### src/hdl/tbpc_pkg.sv
// Purpose: shared constants of the bit error test pattern control block
// Assumes: 32-bit AXI4-Lite register bus, one-bit serial test streams
// Notes:   every offset, field position, reset value and run length lives here
package tbpc_pkg;

  // register byte offsets
  localparam logic [7:0] CTRL_OFS = 8'h00;
  localparam logic [7:0] SWAP_OFS = 8'h04;

  // control/status field positions
  localparam int TYPE_BIT = 7;
  localparam int INJ_BIT  = 6;
  localparam int INV_BIT  = 5;
  localparam int LOCK_BIT = 4;
  localparam int DET_BIT  = 3;
  localparam int GEN_BIT  = 2;
  localparam int RXS_BIT  = 1;
  localparam int TXS_BIT  = 0;
  localparam int SWAP_BIT = 0;

  // reset values and writable mask (lock bit is read only)
  localparam logic [7:0] CTRL_RST  = 8'h00;
  localparam logic [7:0] CTRL_WMSK = 8'hEF;
  localparam logic       SWAP_RST  = 1'b0;

  // pattern selection
  localparam logic PAT_PRBS15 = 1'b0;
  localparam logic PAT_QRTS   = 1'b1;

  // pattern engine history and generator seed
  localparam int          HIST_W   = 20;
  localparam logic [19:0] GEN_SEED = 20'h00001;

  // detector run lengths, in received bits
  localparam logic [5:0] SEED_LEN   = 6'h14;
  localparam logic [5:0] LOCK_RUN   = 6'h20;
  localparam logic [5:0] UNLOCK_RUN = 6'h08;

  // bus responses
  localparam logic [1:0] RESP_OKAY   = 2'h0;
  localparam logic [1:0] RESP_SLVERR = 2'h2;

endpackage

### src/hdl/tbpc_strm_if.sv
// Purpose: one-bit serial stream with valid/ready between block modules
// Assumes: a word moves on the rising edge where valid and ready are high
// Notes:   source holds data while valid is high and ready is low
`timescale 1ns/1ps
interface tbpc_strm_if;
  logic valid;
  logic ready;
  logic data;

  modport src (output valid, output data, input ready);
  modport snk (input valid, input data, output ready);
endinterface

### src/hdl/tbpc_buf2.sv
// Purpose: two-entry stream buffer so a stalled receiver loses no bit
// Assumes: synchronous active-low reset
// Notes:   full and empty are exact; output data comes from a flip-flop
`timescale 1ns/1ps
module tbpc_buf2 (
  // clock and reset
  input  wire logic   clk,
  input  wire logic   rst_n,
  // filling side
  tbpc_strm_if.snk    in_s,
  // draining side
  tbpc_strm_if.src    out_s
);

  logic [1:0] cnt_r;
  logic       d0_r;
  logic       d1_r;
  logic       push;
  logic       pop;

  // handshakes; full refuses, empty offers nothing
  assign in_s.ready  = (cnt_r != 2'h2);
  assign out_s.valid = (cnt_r != 2'h0);
  assign out_s.data  = d0_r;
  assign push        = in_s.valid & in_s.ready;
  assign pop         = out_s.valid & out_s.ready;

  // occupancy
  always_ff @(posedge clk) begin
    if (!rst_n) begin
      cnt_r <= 2'h0;
    end else if (push & ~pop) begin
      cnt_r <= cnt_r + 2'h1;
    end else if (pop & ~push) begin
      cnt_r <= cnt_r - 2'h1;
    end
  end

  // storage: d0 is the head, d1 the second entry
  always_ff @(posedge clk) begin
    if (!rst_n) begin
      d0_r <= 1'b0;
      d1_r <= 1'b0;
    end else begin
      if (pop) begin
        d0_r <= (cnt_r == 2'h2) ? d1_r : in_s.data;
      end else if (push && cnt_r == 2'h0) begin
        d0_r <= in_s.data;
      end
      if (push && ((cnt_r == 2'h1 && !pop) || (cnt_r == 2'h2 && pop))) begin
        d1_r <= in_s.data;
      end
    end
  end

endmodule

### src/hdl/tbpc_top.sv
// Purpose: bit error test pattern generator/detector control for one T1 channel
// Assumes: all streams are one bit per transfer, synchronous to SYS_CLK
// Notes:   registers over AXI4-Lite; both outputs pass a two-entry buffer
//
// Behaviour
// - type bit picks PRBS15 or quasi-random pattern
// - swap off: generator drives line transmit output
// - swap on: generator drives receive backplane output
// - inject rising edge flips exactly one bit
// - injection only acts while generation enabled
// - injected error follows generator output routing
// - invert bit inverts generated and checked data
// - lock status reads detector lock state
// - swap off: detector checks line receive data
// - swap on: detector checks transmit backplane data
// - generate enable turns generator on or off
// - receive bypass bit skips receive framing
// - transmit bypass bit skips transmit framing
`timescale 1ns/1ps
module tbpc_top (
  // clock and reset
  input  wire logic        SYS_CLK,
  input  wire logic        NRST,
  // AXI4-Lite write address
  input  wire logic [7:0]  AWADDR,
  input  wire logic        AWVALID,
  output wire logic        AWREADY,
  // AXI4-Lite write data
  input  wire logic [31:0] WDATA,
  input  wire logic [3:0]  WSTRB,
  input  wire logic        WVALID,
  output wire logic        WREADY,
  // AXI4-Lite write response
  output wire logic [1:0]  BRESP,
  output wire logic        BVALID,
  input  wire logic        BREADY,
  // AXI4-Lite read address
  input  wire logic [7:0]  ARADDR,
  input  wire logic        ARVALID,
  output wire logic        ARREADY,
  // AXI4-Lite read data
  output wire logic [31:0] RDATA,
  output wire logic [1:0]  RRESP,
  output wire logic        RVALID,
  input  wire logic        RREADY,
  // transmit backplane input stream
  input  wire logic        TXB_DATA,
  input  wire logic        TXB_VALID,
  output wire logic        TXB_READY,
  // line receive input stream
  input  wire logic        LRX_DATA,
  input  wire logic        LRX_VALID,
  output wire logic        LRX_READY,
  // line transmit output stream
  output wire logic        LTX_DATA,
  output wire logic        LTX_VALID,
  input  wire logic        LTX_READY,
  // receive backplane output stream
  output wire logic        RXB_DATA,
  output wire logic        RXB_VALID,
  input  wire logic        RXB_READY,
  // framer controls and status
  output wire logic        RX_FRAMER_SKIP,
  output wire logic        TX_FRAMER_SKIP,
  output wire logic        PATTERN_LOCK
);

  // next pattern bit from a history whose bit 0 is the newest
  function automatic logic pat_next(input logic typ, input logic [19:0] h);
    logic b;
    b = 1'b0;
    if (typ == tbpc_pkg::PAT_PRBS15) begin
      b = h[14] ^ h[13];
    end else begin
      b = h[19] ^ h[16];
    end
    return b;
  endfunction

  // register state
  logic [7:0]  ctrl_r;
  logic        swap_r;
  logic        lock_r;

  // bus state
  logic        aw_got_r;
  logic        w_got_r;
  logic [7:0]  awaddr_r;
  logic [31:0] wdata_r;
  logic        wstrb0_r;
  logic        bvalid_r;
  logic [1:0]  bresp_r;
  logic        rvalid_r;
  logic [31:0] rdata_r;
  logic [1:0]  rresp_r;
  logic        do_write;

  // pattern engine state
  logic [19:0] gen_hist_r;
  logic [19:0] det_hist_r;
  logic        inj_prev_r;
  logic        inj_pend_r;
  logic [5:0]  seed_cnt_r;
  logic [5:0]  run_r;

  // decoded controls
  logic        pat_type;
  logic        gen_en;
  logic        det_en;
  logic        inv_en;
  logic        gen_line;
  logic        gen_bp;
  logic        gen_bit;
  logic        gen_take;
  logic        mon_valid;
  logic        mon_data;
  logic        mon_take;
  logic        rx_bit;
  logic        exp_bit;
  logic        match;

  // buffer connections
  tbpc_strm_if ltx_in ();
  tbpc_strm_if ltx_out ();
  tbpc_strm_if rxb_in ();
  tbpc_strm_if rxb_out ();

  assign pat_type = ctrl_r[tbpc_pkg::TYPE_BIT];
  assign gen_en   = ctrl_r[tbpc_pkg::GEN_BIT];
  assign det_en   = ctrl_r[tbpc_pkg::DET_BIT];
  assign inv_en   = ctrl_r[tbpc_pkg::INV_BIT];

  // generator routing by swap setting
  assign gen_line = gen_en & ~swap_r;
  assign gen_bp   = gen_en & swap_r;

  // generated bit: pattern, optional inversion, pending single error
  assign gen_bit  = pat_next(pat_type, gen_hist_r) ^ inv_en ^ inj_pend_r;
  assign gen_take = (gen_line & ltx_in.ready) | (gen_bp & rxb_in.ready);

  // line transmit path: generator replaces backplane traffic while active
  assign ltx_in.valid = gen_line ? 1'b1 : TXB_VALID;
  assign ltx_in.data  = gen_line ? gen_bit : TXB_DATA;
  assign TXB_READY    = gen_line ? 1'b1 : ltx_in.ready;

  // receive backplane path: generator replaces line traffic while active
  assign rxb_in.valid = gen_bp ? 1'b1 : LRX_VALID;
  assign rxb_in.data  = gen_bp ? gen_bit : LRX_DATA;
  assign LRX_READY    = gen_bp ? 1'b1 : rxb_in.ready;

  // buffers in both output paths; receiver stalls back up to the inputs, or stop only the generator on the path it drives
  tbpc_buf2 u_ltx_buf (
    .clk   (SYS_CLK),
    .rst_n (NRST),
    .in_s  (ltx_in),
    .out_s (ltx_out)
  );

  tbpc_buf2 u_rxb_buf (
    .clk   (SYS_CLK),
    .rst_n (NRST),
    .in_s  (rxb_in),
    .out_s (rxb_out)
  );

  assign LTX_DATA      = ltx_out.data;
  assign LTX_VALID     = ltx_out.valid;
  assign ltx_out.ready = LTX_READY;
  assign RXB_DATA      = rxb_out.data;
  assign RXB_VALID     = rxb_out.valid;
  assign rxb_out.ready = RXB_READY;

  // detector input: line receive side, or transmit backplane when swapped
  assign mon_valid = swap_r ? TXB_VALID : LRX_VALID;
  assign mon_data  = swap_r ? TXB_DATA : LRX_DATA;
  assign mon_take  = det_en & mon_valid & (swap_r ? TXB_READY : LRX_READY);
  assign rx_bit    = mon_data ^ inv_en;
  assign exp_bit   = pat_next(pat_type, det_hist_r);
  assign match     = (rx_bit == exp_bit);

  // generator history advances only when a generated bit is taken
  always_ff @(posedge SYS_CLK) begin
    if (!NRST) begin
      gen_hist_r <= tbpc_pkg::GEN_SEED;
    end else if (gen_take) begin
      gen_hist_r <= {gen_hist_r[18:0], pat_next(pat_type, gen_hist_r)};
    end
  end

  // error injection: a 0 to 1 change arms one flip, cleared once emitted;
  // arming wins over the clear so a back-to-back request is not lost
  always_ff @(posedge SYS_CLK) begin
    if (!NRST) begin
      inj_prev_r <= 1'b0;
      inj_pend_r <= 1'b0;
    end else begin
      inj_prev_r <= ctrl_r[tbpc_pkg::INJ_BIT];
      if (gen_en && ctrl_r[tbpc_pkg::INJ_BIT] && !inj_prev_r) begin
        inj_pend_r <= 1'b1;
      end else if (!gen_en || gen_take) begin
        inj_pend_r <= 1'b0;
      end
    end
  end

  // detector history: self-synchronising, always filled from received bits
  always_ff @(posedge SYS_CLK) begin
    if (!NRST) begin
      det_hist_r <= 20'h00000;
    end else if (mon_take) begin
      det_hist_r <= {det_hist_r[18:0], rx_bit};
    end
  end

  // detector seeding, lock and loss of lock
  always_ff @(posedge SYS_CLK) begin
    if (!NRST || !det_en) begin
      seed_cnt_r <= 6'h00;
      run_r      <= 6'h00;
      lock_r     <= 1'b0;
    end else if (mon_take) begin
      if (seed_cnt_r != tbpc_pkg::SEED_LEN) begin
        seed_cnt_r <= seed_cnt_r + 6'h01;
        run_r      <= 6'h00;
      end else if (!lock_r) begin
        if (!match) begin
          run_r <= 6'h00;
        end else if (run_r == tbpc_pkg::LOCK_RUN - 6'h01) begin
          run_r  <= 6'h00;
          lock_r <= 1'b1;
        end else begin
          run_r <= run_r + 6'h01;
        end
      end else begin
        if (match) begin
          run_r <= 6'h00;
        end else if (run_r == tbpc_pkg::UNLOCK_RUN - 6'h01) begin
          run_r      <= 6'h00;
          lock_r     <= 1'b0;
          seed_cnt_r <= 6'h00;                             // reseed after a slip
        end else begin
          run_r <= run_r + 6'h01;
        end
      end
    end
  end

  assign PATTERN_LOCK   = lock_r;
  assign RX_FRAMER_SKIP = ctrl_r[tbpc_pkg::RXS_BIT];
  assign TX_FRAMER_SKIP = ctrl_r[tbpc_pkg::TXS_BIT];

  // write channels: address and data latched independently, in any order
  assign AWREADY  = ~aw_got_r & ~bvalid_r;
  assign WREADY   = ~w_got_r & ~bvalid_r;
  assign do_write = aw_got_r & w_got_r & ~bvalid_r;

  always_ff @(posedge SYS_CLK) begin
    if (!NRST) begin
      aw_got_r <= 1'b0;
      awaddr_r <= 8'h00;
    end else if (AWVALID && AWREADY) begin
      aw_got_r <= 1'b1;
      awaddr_r <= AWADDR;
    end else if (do_write) begin
      aw_got_r <= 1'b0;
    end
  end

  always_ff @(posedge SYS_CLK) begin
    if (!NRST) begin
      w_got_r  <= 1'b0;
      wdata_r  <= 32'h00000000;
      wstrb0_r <= 1'b0;
    end else if (WVALID && WREADY) begin
      w_got_r  <= 1'b1;
      wdata_r  <= WDATA;
      wstrb0_r <= WSTRB[0];
    end else if (do_write) begin
      w_got_r <= 1'b0;
    end
  end

  // register update; only byte lane 0 carries fields
  always_ff @(posedge SYS_CLK) begin
    if (!NRST) begin
      ctrl_r <= tbpc_pkg::CTRL_RST;
      swap_r <= tbpc_pkg::SWAP_RST;
    end else if (do_write && wstrb0_r) begin
      if (awaddr_r[7:2] == tbpc_pkg::CTRL_OFS[7:2]) begin
        ctrl_r <= wdata_r[7:0] & tbpc_pkg::CTRL_WMSK;
      end else if (awaddr_r[7:2] == tbpc_pkg::SWAP_OFS[7:2]) begin
        swap_r <= wdata_r[tbpc_pkg::SWAP_BIT];
      end
    end
  end

  // write response one cycle after both halves are held
  always_ff @(posedge SYS_CLK) begin
    if (!NRST) begin
      bvalid_r <= 1'b0;
      bresp_r  <= tbpc_pkg::RESP_OKAY;
    end else if (do_write) begin
      bvalid_r <= 1'b1;
      bresp_r  <= (awaddr_r[7:2] == tbpc_pkg::CTRL_OFS[7:2] ||
                   awaddr_r[7:2] == tbpc_pkg::SWAP_OFS[7:2]) ?
                  tbpc_pkg::RESP_OKAY : tbpc_pkg::RESP_SLVERR;
    end else if (BREADY) begin
      bvalid_r <= 1'b0;
    end
  end

  assign BVALID = bvalid_r;
  assign BRESP  = bresp_r;

  // read: data captured at the address handshake, lock bit taken from the detector state at that handshake
  assign ARREADY = ~rvalid_r;

  always_ff @(posedge SYS_CLK) begin
    if (!NRST) begin
      rvalid_r <= 1'b0;
      rdata_r  <= 32'h00000000;
      rresp_r  <= tbpc_pkg::RESP_OKAY;
    end else if (ARVALID && ARREADY) begin
      rvalid_r <= 1'b1;
      rresp_r  <= tbpc_pkg::RESP_OKAY;
      if (ARADDR[7:2] == tbpc_pkg::CTRL_OFS[7:2]) begin
        rdata_r <= {24'h000000, ctrl_r[7:5], lock_r, ctrl_r[3:0]};
      end else if (ARADDR[7:2] == tbpc_pkg::SWAP_OFS[7:2]) begin
        rdata_r <= {31'h00000000, swap_r};
      end else begin
        rdata_r <= 32'h00000000;
        rresp_r <= tbpc_pkg::RESP_SLVERR;
      end
    end else if (RREADY) begin
      rvalid_r <= 1'b0;
    end
  end

  assign RVALID = rvalid_r;
  assign RDATA  = rdata_r;
  assign RRESP  = rresp_r;

endmodule

### config.mk
export PLATFORM = sky130hd
export DESIGN_NAME = tbpc_top
export DESIGN_NICKNAME = d
export VERILOG_FILES = /design/src/hdl/tbpc_pkg.sv /design/src/hdl/tbpc_strm_if.sv /design/src/hdl/tbpc_buf2.sv /design/src/hdl/tbpc_top.sv
export SDC_FILE = /design/constraint.sdc
export NUM_CORES = 1
export LEC_CHECK = 0
export ABC_AREA = 1
export BUFFER_PORTS_ARGS = -buffer_cell sky130_fd_sc_hd__clkbuf_2
export CAP_MARGIN = 40
export CELL_PAD_IN_SITES_DETAIL_PLACEMENT = 0
export CELL_PAD_IN_SITES_GLOBAL_PLACEMENT = 1
export CORE_MARGIN = 2
export CORE_UTILIZATION = 35
export DETAILED_ROUTE_END_ITERATION = 8
export HOLD_SLACK_MARGIN = 0.05
export PLACE_DENSITY_LB_ADDON = 0.05
export SLEW_MARGIN = 10
export SYNTH_ARGS = -nofsm -noshare
export SYNTH_HDL_FRONTEND = slang
export SYNTH_SLANG_ARGS = --single-unit
### constraint.sdc
create_clock -name SYS_CLK -period 2.7 [get_ports SYS_CLK]
set_input_delay 0.54 -clock SYS_CLK [delete_from_list [all_inputs] [get_ports SYS_CLK]]
set_output_delay 0.54 -clock SYS_CLK [all_outputs]
set_load 0.05 [all_outputs]
==> run summary, run 1 <==
Status = completed
Clock buffer count from CTS = 9
Synth Register Bits = 99
Htree depth = 3
RSZ-0062 raised after global routing = false
Final Max Tran Viols = 0
Grt ovf = 0
Max Clock Skew = 0.00577 ns
Met3 Track Usage GR = 2.91%
Global-route wire length before repair = 16.5 mm
Syn_area_per_cell = 7.28 um^2
GRT Util Overall = 14.6%
EDFF count, synth = 0
Hold_sp = BREADY
DRT Wirelength = 9.74 mm
R2r endpoint = seed_cnt_r[0]
Initial DRT Pass Iterations = 6
Final nets = 753
Max Clock Freq = 501 MHz
Initial Util = 36.0%
Crit path DAT = 1.46 ns
DRC violations left = 0
CP max FO = 4
Placed cells = 838
Post-CTS setup repair buffer count = 0
Crit path top cell by count = inv_1
Non-Filler Instances = 854
CORE AREA = 12700 um^2
Fin crit period = 2.00 ns
Die X = 118 um
Max Root-Sink Buffers = 2
Number of diodes = 0
Final worst-path cycle share = 74.0%
DPL Wire Length = 7.05 mm
Largest net degree at the start of global routing = 53
CTS tree = yes
Port-buffer cells = 56
Reg-to-reg slack, setup = 0.84 ns
DRT antenna net count = 0
CTS sink cnt = 99
Setup Viol. Count Final = 0
Sequential fraction of the synthesis area = 43.5%
Wire length per cell = 11.4 um
Critical Path End Type = primary output
Reg2reg path depth = 10
CTS Hold Buffers Added = 0
Share of cells above drive strength 1 = 13.8%
Most used DFF post-synth = dfxtp_1
Global routing usage on met1 = 19.6%
Gr busiest metal = met2
Lkg Pwr = 2.34 nW
Post-Syn Area = 4560 um^2
Initial DRC Count = 209
Critical R2R Launch = u_ltx_buf.cnt_r[0]
Yosys top cell by area = dfxtp_1
Crit path cell chain = inv_1 > nor2_2 > inv_1 > nand2_1 > clkbuf_2
Critical path's slowest cell = dfxtp_1
Hold path cells = 4
Die Y = 118 um
Rows = 41
CP required = 2.16 ns
Commonest non-fill, non-tap cell in the layout = nand2_1
Gpl congestion = 0.759
Library cells used by synthesis = 35
Die Area = 13900 um^2
Peak supply drop = 296 uV
Worst min-delay path endpoint = BVALID
MaxCap Viol Count = 0
Dominant cells by area after synthesis = dfxtp_1 44%, nand2_1 9.4%, nor2_1 7.1%
Hold Violations, Final = 0
Clock-pin slew on the worst setup and hold paths = 0.07 ns
Top cell type's share of synthesized area = 43.5%
Async SR Flop Fraction = 0%
Rel. slew slack = 57.1%
I/O pin cnt = 115
Layout area overhead = 15.1%
PostCTS Resize Cnt = 0
Commonest non-fill, non-tap cells in the layout = 114 x nand2_1, 99 x dfxtp_1, 86 x nor2_1
Power Density = 727 nW/um^2
Clk_lat worst skew = 0.35 ns
Measured slew at the worst slew-check pin = 0.640 ns
Met2 usage = 22.8%
YS warnings = 0
Initial antenna violation count = 0
Pre-CTS setup slack = 0.804 ns
Hold/Removal Path Class = in2reg
Fin Hold WS = 0.446 ns
DR vias/cell = 4.51
CTS root buf = clkbuf_16
Worst setup path class = reg2out
Filler Cells Inserted = 1380
Mapped Cells = 626
Vias in the first global route = 3588
Post-route setup TNS = 0 ns
CP max stage delay = 0.40 ns
Startpoint types = flip-flop
Via Count = 3854
Fin worst setup slack = 0.703 ns
## layer usage
layer / share of wire (%) / up-vias
li1: - / 2063
met1: 52 / 1706
met2: 43 / 74
met3: 3.4 / 11
met4: 1.7 / 0
met5: 0 / -
## how the worst max path moves through the flow
stage / slack (ns) / endpoint / startpoint / depth (start not counted)
global route: 0.60 / TXB_READY / ctrl_r[2] / 5
global placement: 0.84 / RDATA[2] / ARVALID / 7
finish: 0.70 / TXB_READY / ctrl_r[2] / 5
detailed placement: 0.80 / RDATA[2] / ARVALID / 7
floorplan: 0.63 / wdata_r[6] / BVALID / 5
CTS: 0.68 / TXB_READY / ctrl_r[2] / 5
## sequential cells by signal, indices dropped and copies added (netlist names), 2 cells and up
| name | cells |
|---|---|
| u_rxb_buf.cnt_r | 2 |
| run_r | 6 |
| wdata_r | 7 |
| awaddr_r | 6 |
| ctrl_r | 7 |
| RDATA | 8 |
| u_ltx_buf.cnt_r | 2 |
| seed_cnt_r | 6 |
| gen_hist_r | 20 |
| det_hist_r | 20 |
## cells in the mapped netlist, types with 5 or more instances
cell	instances
inv_1	65
xnor2_1	5
nor2_1	86
buf_2	10
a21oi_1	51
nand3_1	30
nor3_1	6
dfxtp_1	99
ha_1	11
clkbuf_1	10
nand4_1	9
xor2_1	6
buf_4	28
nand2_1	114
o21ai_0	58
a211oi_1	6
## worst max-delay path: cells and delay by family (launching register included)
kind / cells / cell delay (ns)
AND/OR/NAND/NOR: 2 / 0.23
buffers and inverters: 3 / 0.48
flip-flops: 1 / 0.40
## report_power, final
group          leakage (nW)  internal, mW  switching, mW
sequential            0.804          1.54         0.0419
combinational          1.37         0.212          0.553
clock                 0.165         0.904          0.564
total                  2.34          2.65           1.16
## kinds of logic (layout without fill, tap and decap cells)
kind of cell	count (synthesis)	after routing	share of synthesized area, %
simple gates	255	255	23.5
buf+inv	119	150	12.4
compound gates	130	130	15.4
other cells	1	26	0.0823
xor+xnor	11	11	2.11
flops	99	99	43.5
fa+ha+maj	11	11	3.02
## stage by stage
step	total power, mW	util (%)	area, um^2
final	3.81	41.4	5240
after global routing	4.02	41.4	5240
after CTS	3.87	41.4	5240
after detailed placement	2.38	38.7	4900
after global placement	2.37	38.7	4900
after floorplan	2.25	-	4650
## cell type report
| cell class | count | area [um^2] | area share, % |
|---|---|---|---|
| Clock buffer | 9 | 225 | 4.29 |
| Clock inverter | 7 | 116 | 2.22 |
| Inverter | 70 | 263 | 5.01 |
| Multi-Input combinational cell | 433 | 2100 | 40.1 |
| Sequential cell | 99 | 1980 | 37.8 |
| Tap cell | 172 | 215 | 4.10 |
| Timing Repair Buffer | 64 | 340 | 6.49 |
No activity file was read; power rests on OpenSTA's default activity.
==> inputs of run 2 (changes only) <==
--- a/config.mk
+++ b/config.mk
@@ -11,7 +11,7 @@
 export CELL_PAD_IN_SITES_DETAIL_PLACEMENT = 0
 export CELL_PAD_IN_SITES_GLOBAL_PLACEMENT = 1
 export CORE_MARGIN = 2
-export CORE_UTILIZATION = 35
+export CORE_UTILIZATION = 34
 export DETAILED_ROUTE_END_ITERATION = 8
 export HOLD_SLACK_MARGIN = 0.05
 export PLACE_DENSITY_LB_ADDON = 0.05
==> constraint.sdc (replaced) <==
create_clock -name SYS_CLK -period 1.7 [get_ports SYS_CLK]
set_input_delay 0.34 -clock SYS_CLK [delete_from_list [all_inputs] [get_ports SYS_CLK]]
set_output_delay 0.34 -clock SYS_CLK [all_outputs]
set_load 0.05 [all_outputs]
==> run 2 against run 1 <==
Die area increased by 2.8%. Largest power group unchanged. Final cell count increased by 2.5%. Critical path type unchanged. Hold slack got worse by 0.20 ns.
==> run summary, run 2 (same netlist as run 1, synthesis figures left out) <==
Status = completed
Max Clock Freq = 614 MHz
Worst setup path class = reg2out
GRT Util Overall = 15.6%
Crit path DAT = 1.29 ns
DR vias/cell = 4.54
Htree depth = 3
Wire length per cell = 11.9 um
Initial DRT Pass Iterations = 4
Via Count = 3970
DRC violations left = 0
Initial Util = 34.7%
Die Y = 120 um
Grt ovf = 0
Initial antenna violation count = 0
Layout area overhead = 20.6%
Pre-CTS setup slack = -0.0438 ns
Final nets = 772
Port-buffer cells = 56
CTS tree = yes
Final Max Tran Viols = 0
Reg area = 1990 um^2
Setup Viol. Count Final = 0
Final worst-path cycle share = 95.8%
Die X = 120 um
Met3 Routed Length = 381 um
Clock buffer count from CTS = 9
Max Root-Sink Buffers = 2
Power Density = 1070 nW/um^2
Fin Hold WS = 0.250 ns
CTS root buf = clkbuf_16
CTS sink cnt = 99
Measured slew at the worst slew-check pin = 0.572 ns
Met2 wire len = 4.64 mm
Metal-1 WL = 5.26 mm
CORE AREA = 13100 um^2
Number of diodes = 0
Peak supply drop = 431 uV
Clock-pin slew on the worst setup and hold paths = 0.06 ns
Rel. slew slack = 61.8%
Final core occ = 41.8%
Initial DRC Count = 222
DR top layer = met4
Largest net degree at the start of global routing = 36
CP max FO = 3
Die Area = 14300 um^2
Area of the multi-input gates = 2200 um^2
Critical Path End Type = primary output
CP required = 1.36 ns
Commonest non-fill, non-tap cells in the layout = 109 x nand2_1, 93 x dfxtp_1, 84 x nor2_1
Global-route wire length before repair = 18.0 mm
DPL Wire Length = 7.47 mm
MaxCap Viol Count = 0
Filler Cells Inserted = 1397
I/O pin cnt = 115
Vias in the first global route = 3815
Hold/Removal Path Class = in2reg
Startpoint types = flip-flop
Clk_lat worst skew = 0.35 ns
Hold Violations, Final = 0
Tot Pwr = 5.89 mW
Commonest non-fill, non-tap cell in the layout = nand2_1
Gpl congestion = 0.765
Fin worst setup slack = 0.0707 ns
Lkg Pwr = 2.40 nW
Rows = 42
Max Clock Skew = 0.00730 ns
DRT Wirelength = 10.4 mm
Share of cells above drive strength 1 = 19.7%
DRT antenna net count = 0
Fin crit period = 1.63 ns
CTS Hold Buffers Added = 0
run 2: power by group:
part / switching [mW] / internal, mW / leakage, nW
clock: 0.829 / 1.10 / 0.138
combinational: 0.963 / 0.491 / 1.46
sequential: 0.0628 / 2.44 / 0.807
total: 1.85 / 4.03 / 2.40
run 2: final timing paths:
check,start,to,slack (ns),depth (start not counted)
worst min register to register,wdata_r[1],wdata_r[1],0.45,2
worst min-delay path,BREADY,BVALID,0.25,4
worst max register to register,u_rxb_buf.cnt_r[0],u_rxb_buf.cnt_r[0],0.13,9
worst max-delay path,u_rxb_buf.cnt_r[1],RXB_VALID,0.07,4
run 2: layout make-up:
cell class	instances	area share [%]
Tap cell	176	4.01
Clock buffer	13	4.92
Clock inverter	1	0.159
Timing Repair Buffer	81	9.06
Sequential cell	99	36.3
Multi-Input combinational cell	433	40.1
Timing Repair inverter	2	0.273
Inverter	70	5.15
run 2: critical path: stages (launching register included):
cell and delay (ns):
dfxtp_1 0.32, inv_1 0.10, ha_1 0.21, clkinvlp_4 0.11, clkbuf_4 0.21
run 2: through the flow:
stage	std cells	cell area, um^2	TNS [ns]
global route	875	5490	-0.0168
detailed placement	855	5030	-0.152
CTS	872	5360	-0.00206
floorplan	651	4670	0
finish	875	5490	0
global placement	855	5030	-0.00660
run 2: metal layers:
layer | vias up | global-route usage [%]
li1 | 2105 | -
met1 | 1789 | 21.5
met2 | 67 | 23.9
met3 | 9 | 3.75
met4 | 0 | 5.51
met5 | - | 0
run 2: timing repair:
action | CTS | global route
gates cloned | 1 | 1
endpoints found under the setup margin | 21 | 55
resized for setup | 8 | 36
setup buffers | 2 | 2
pin swaps | 0 | 9
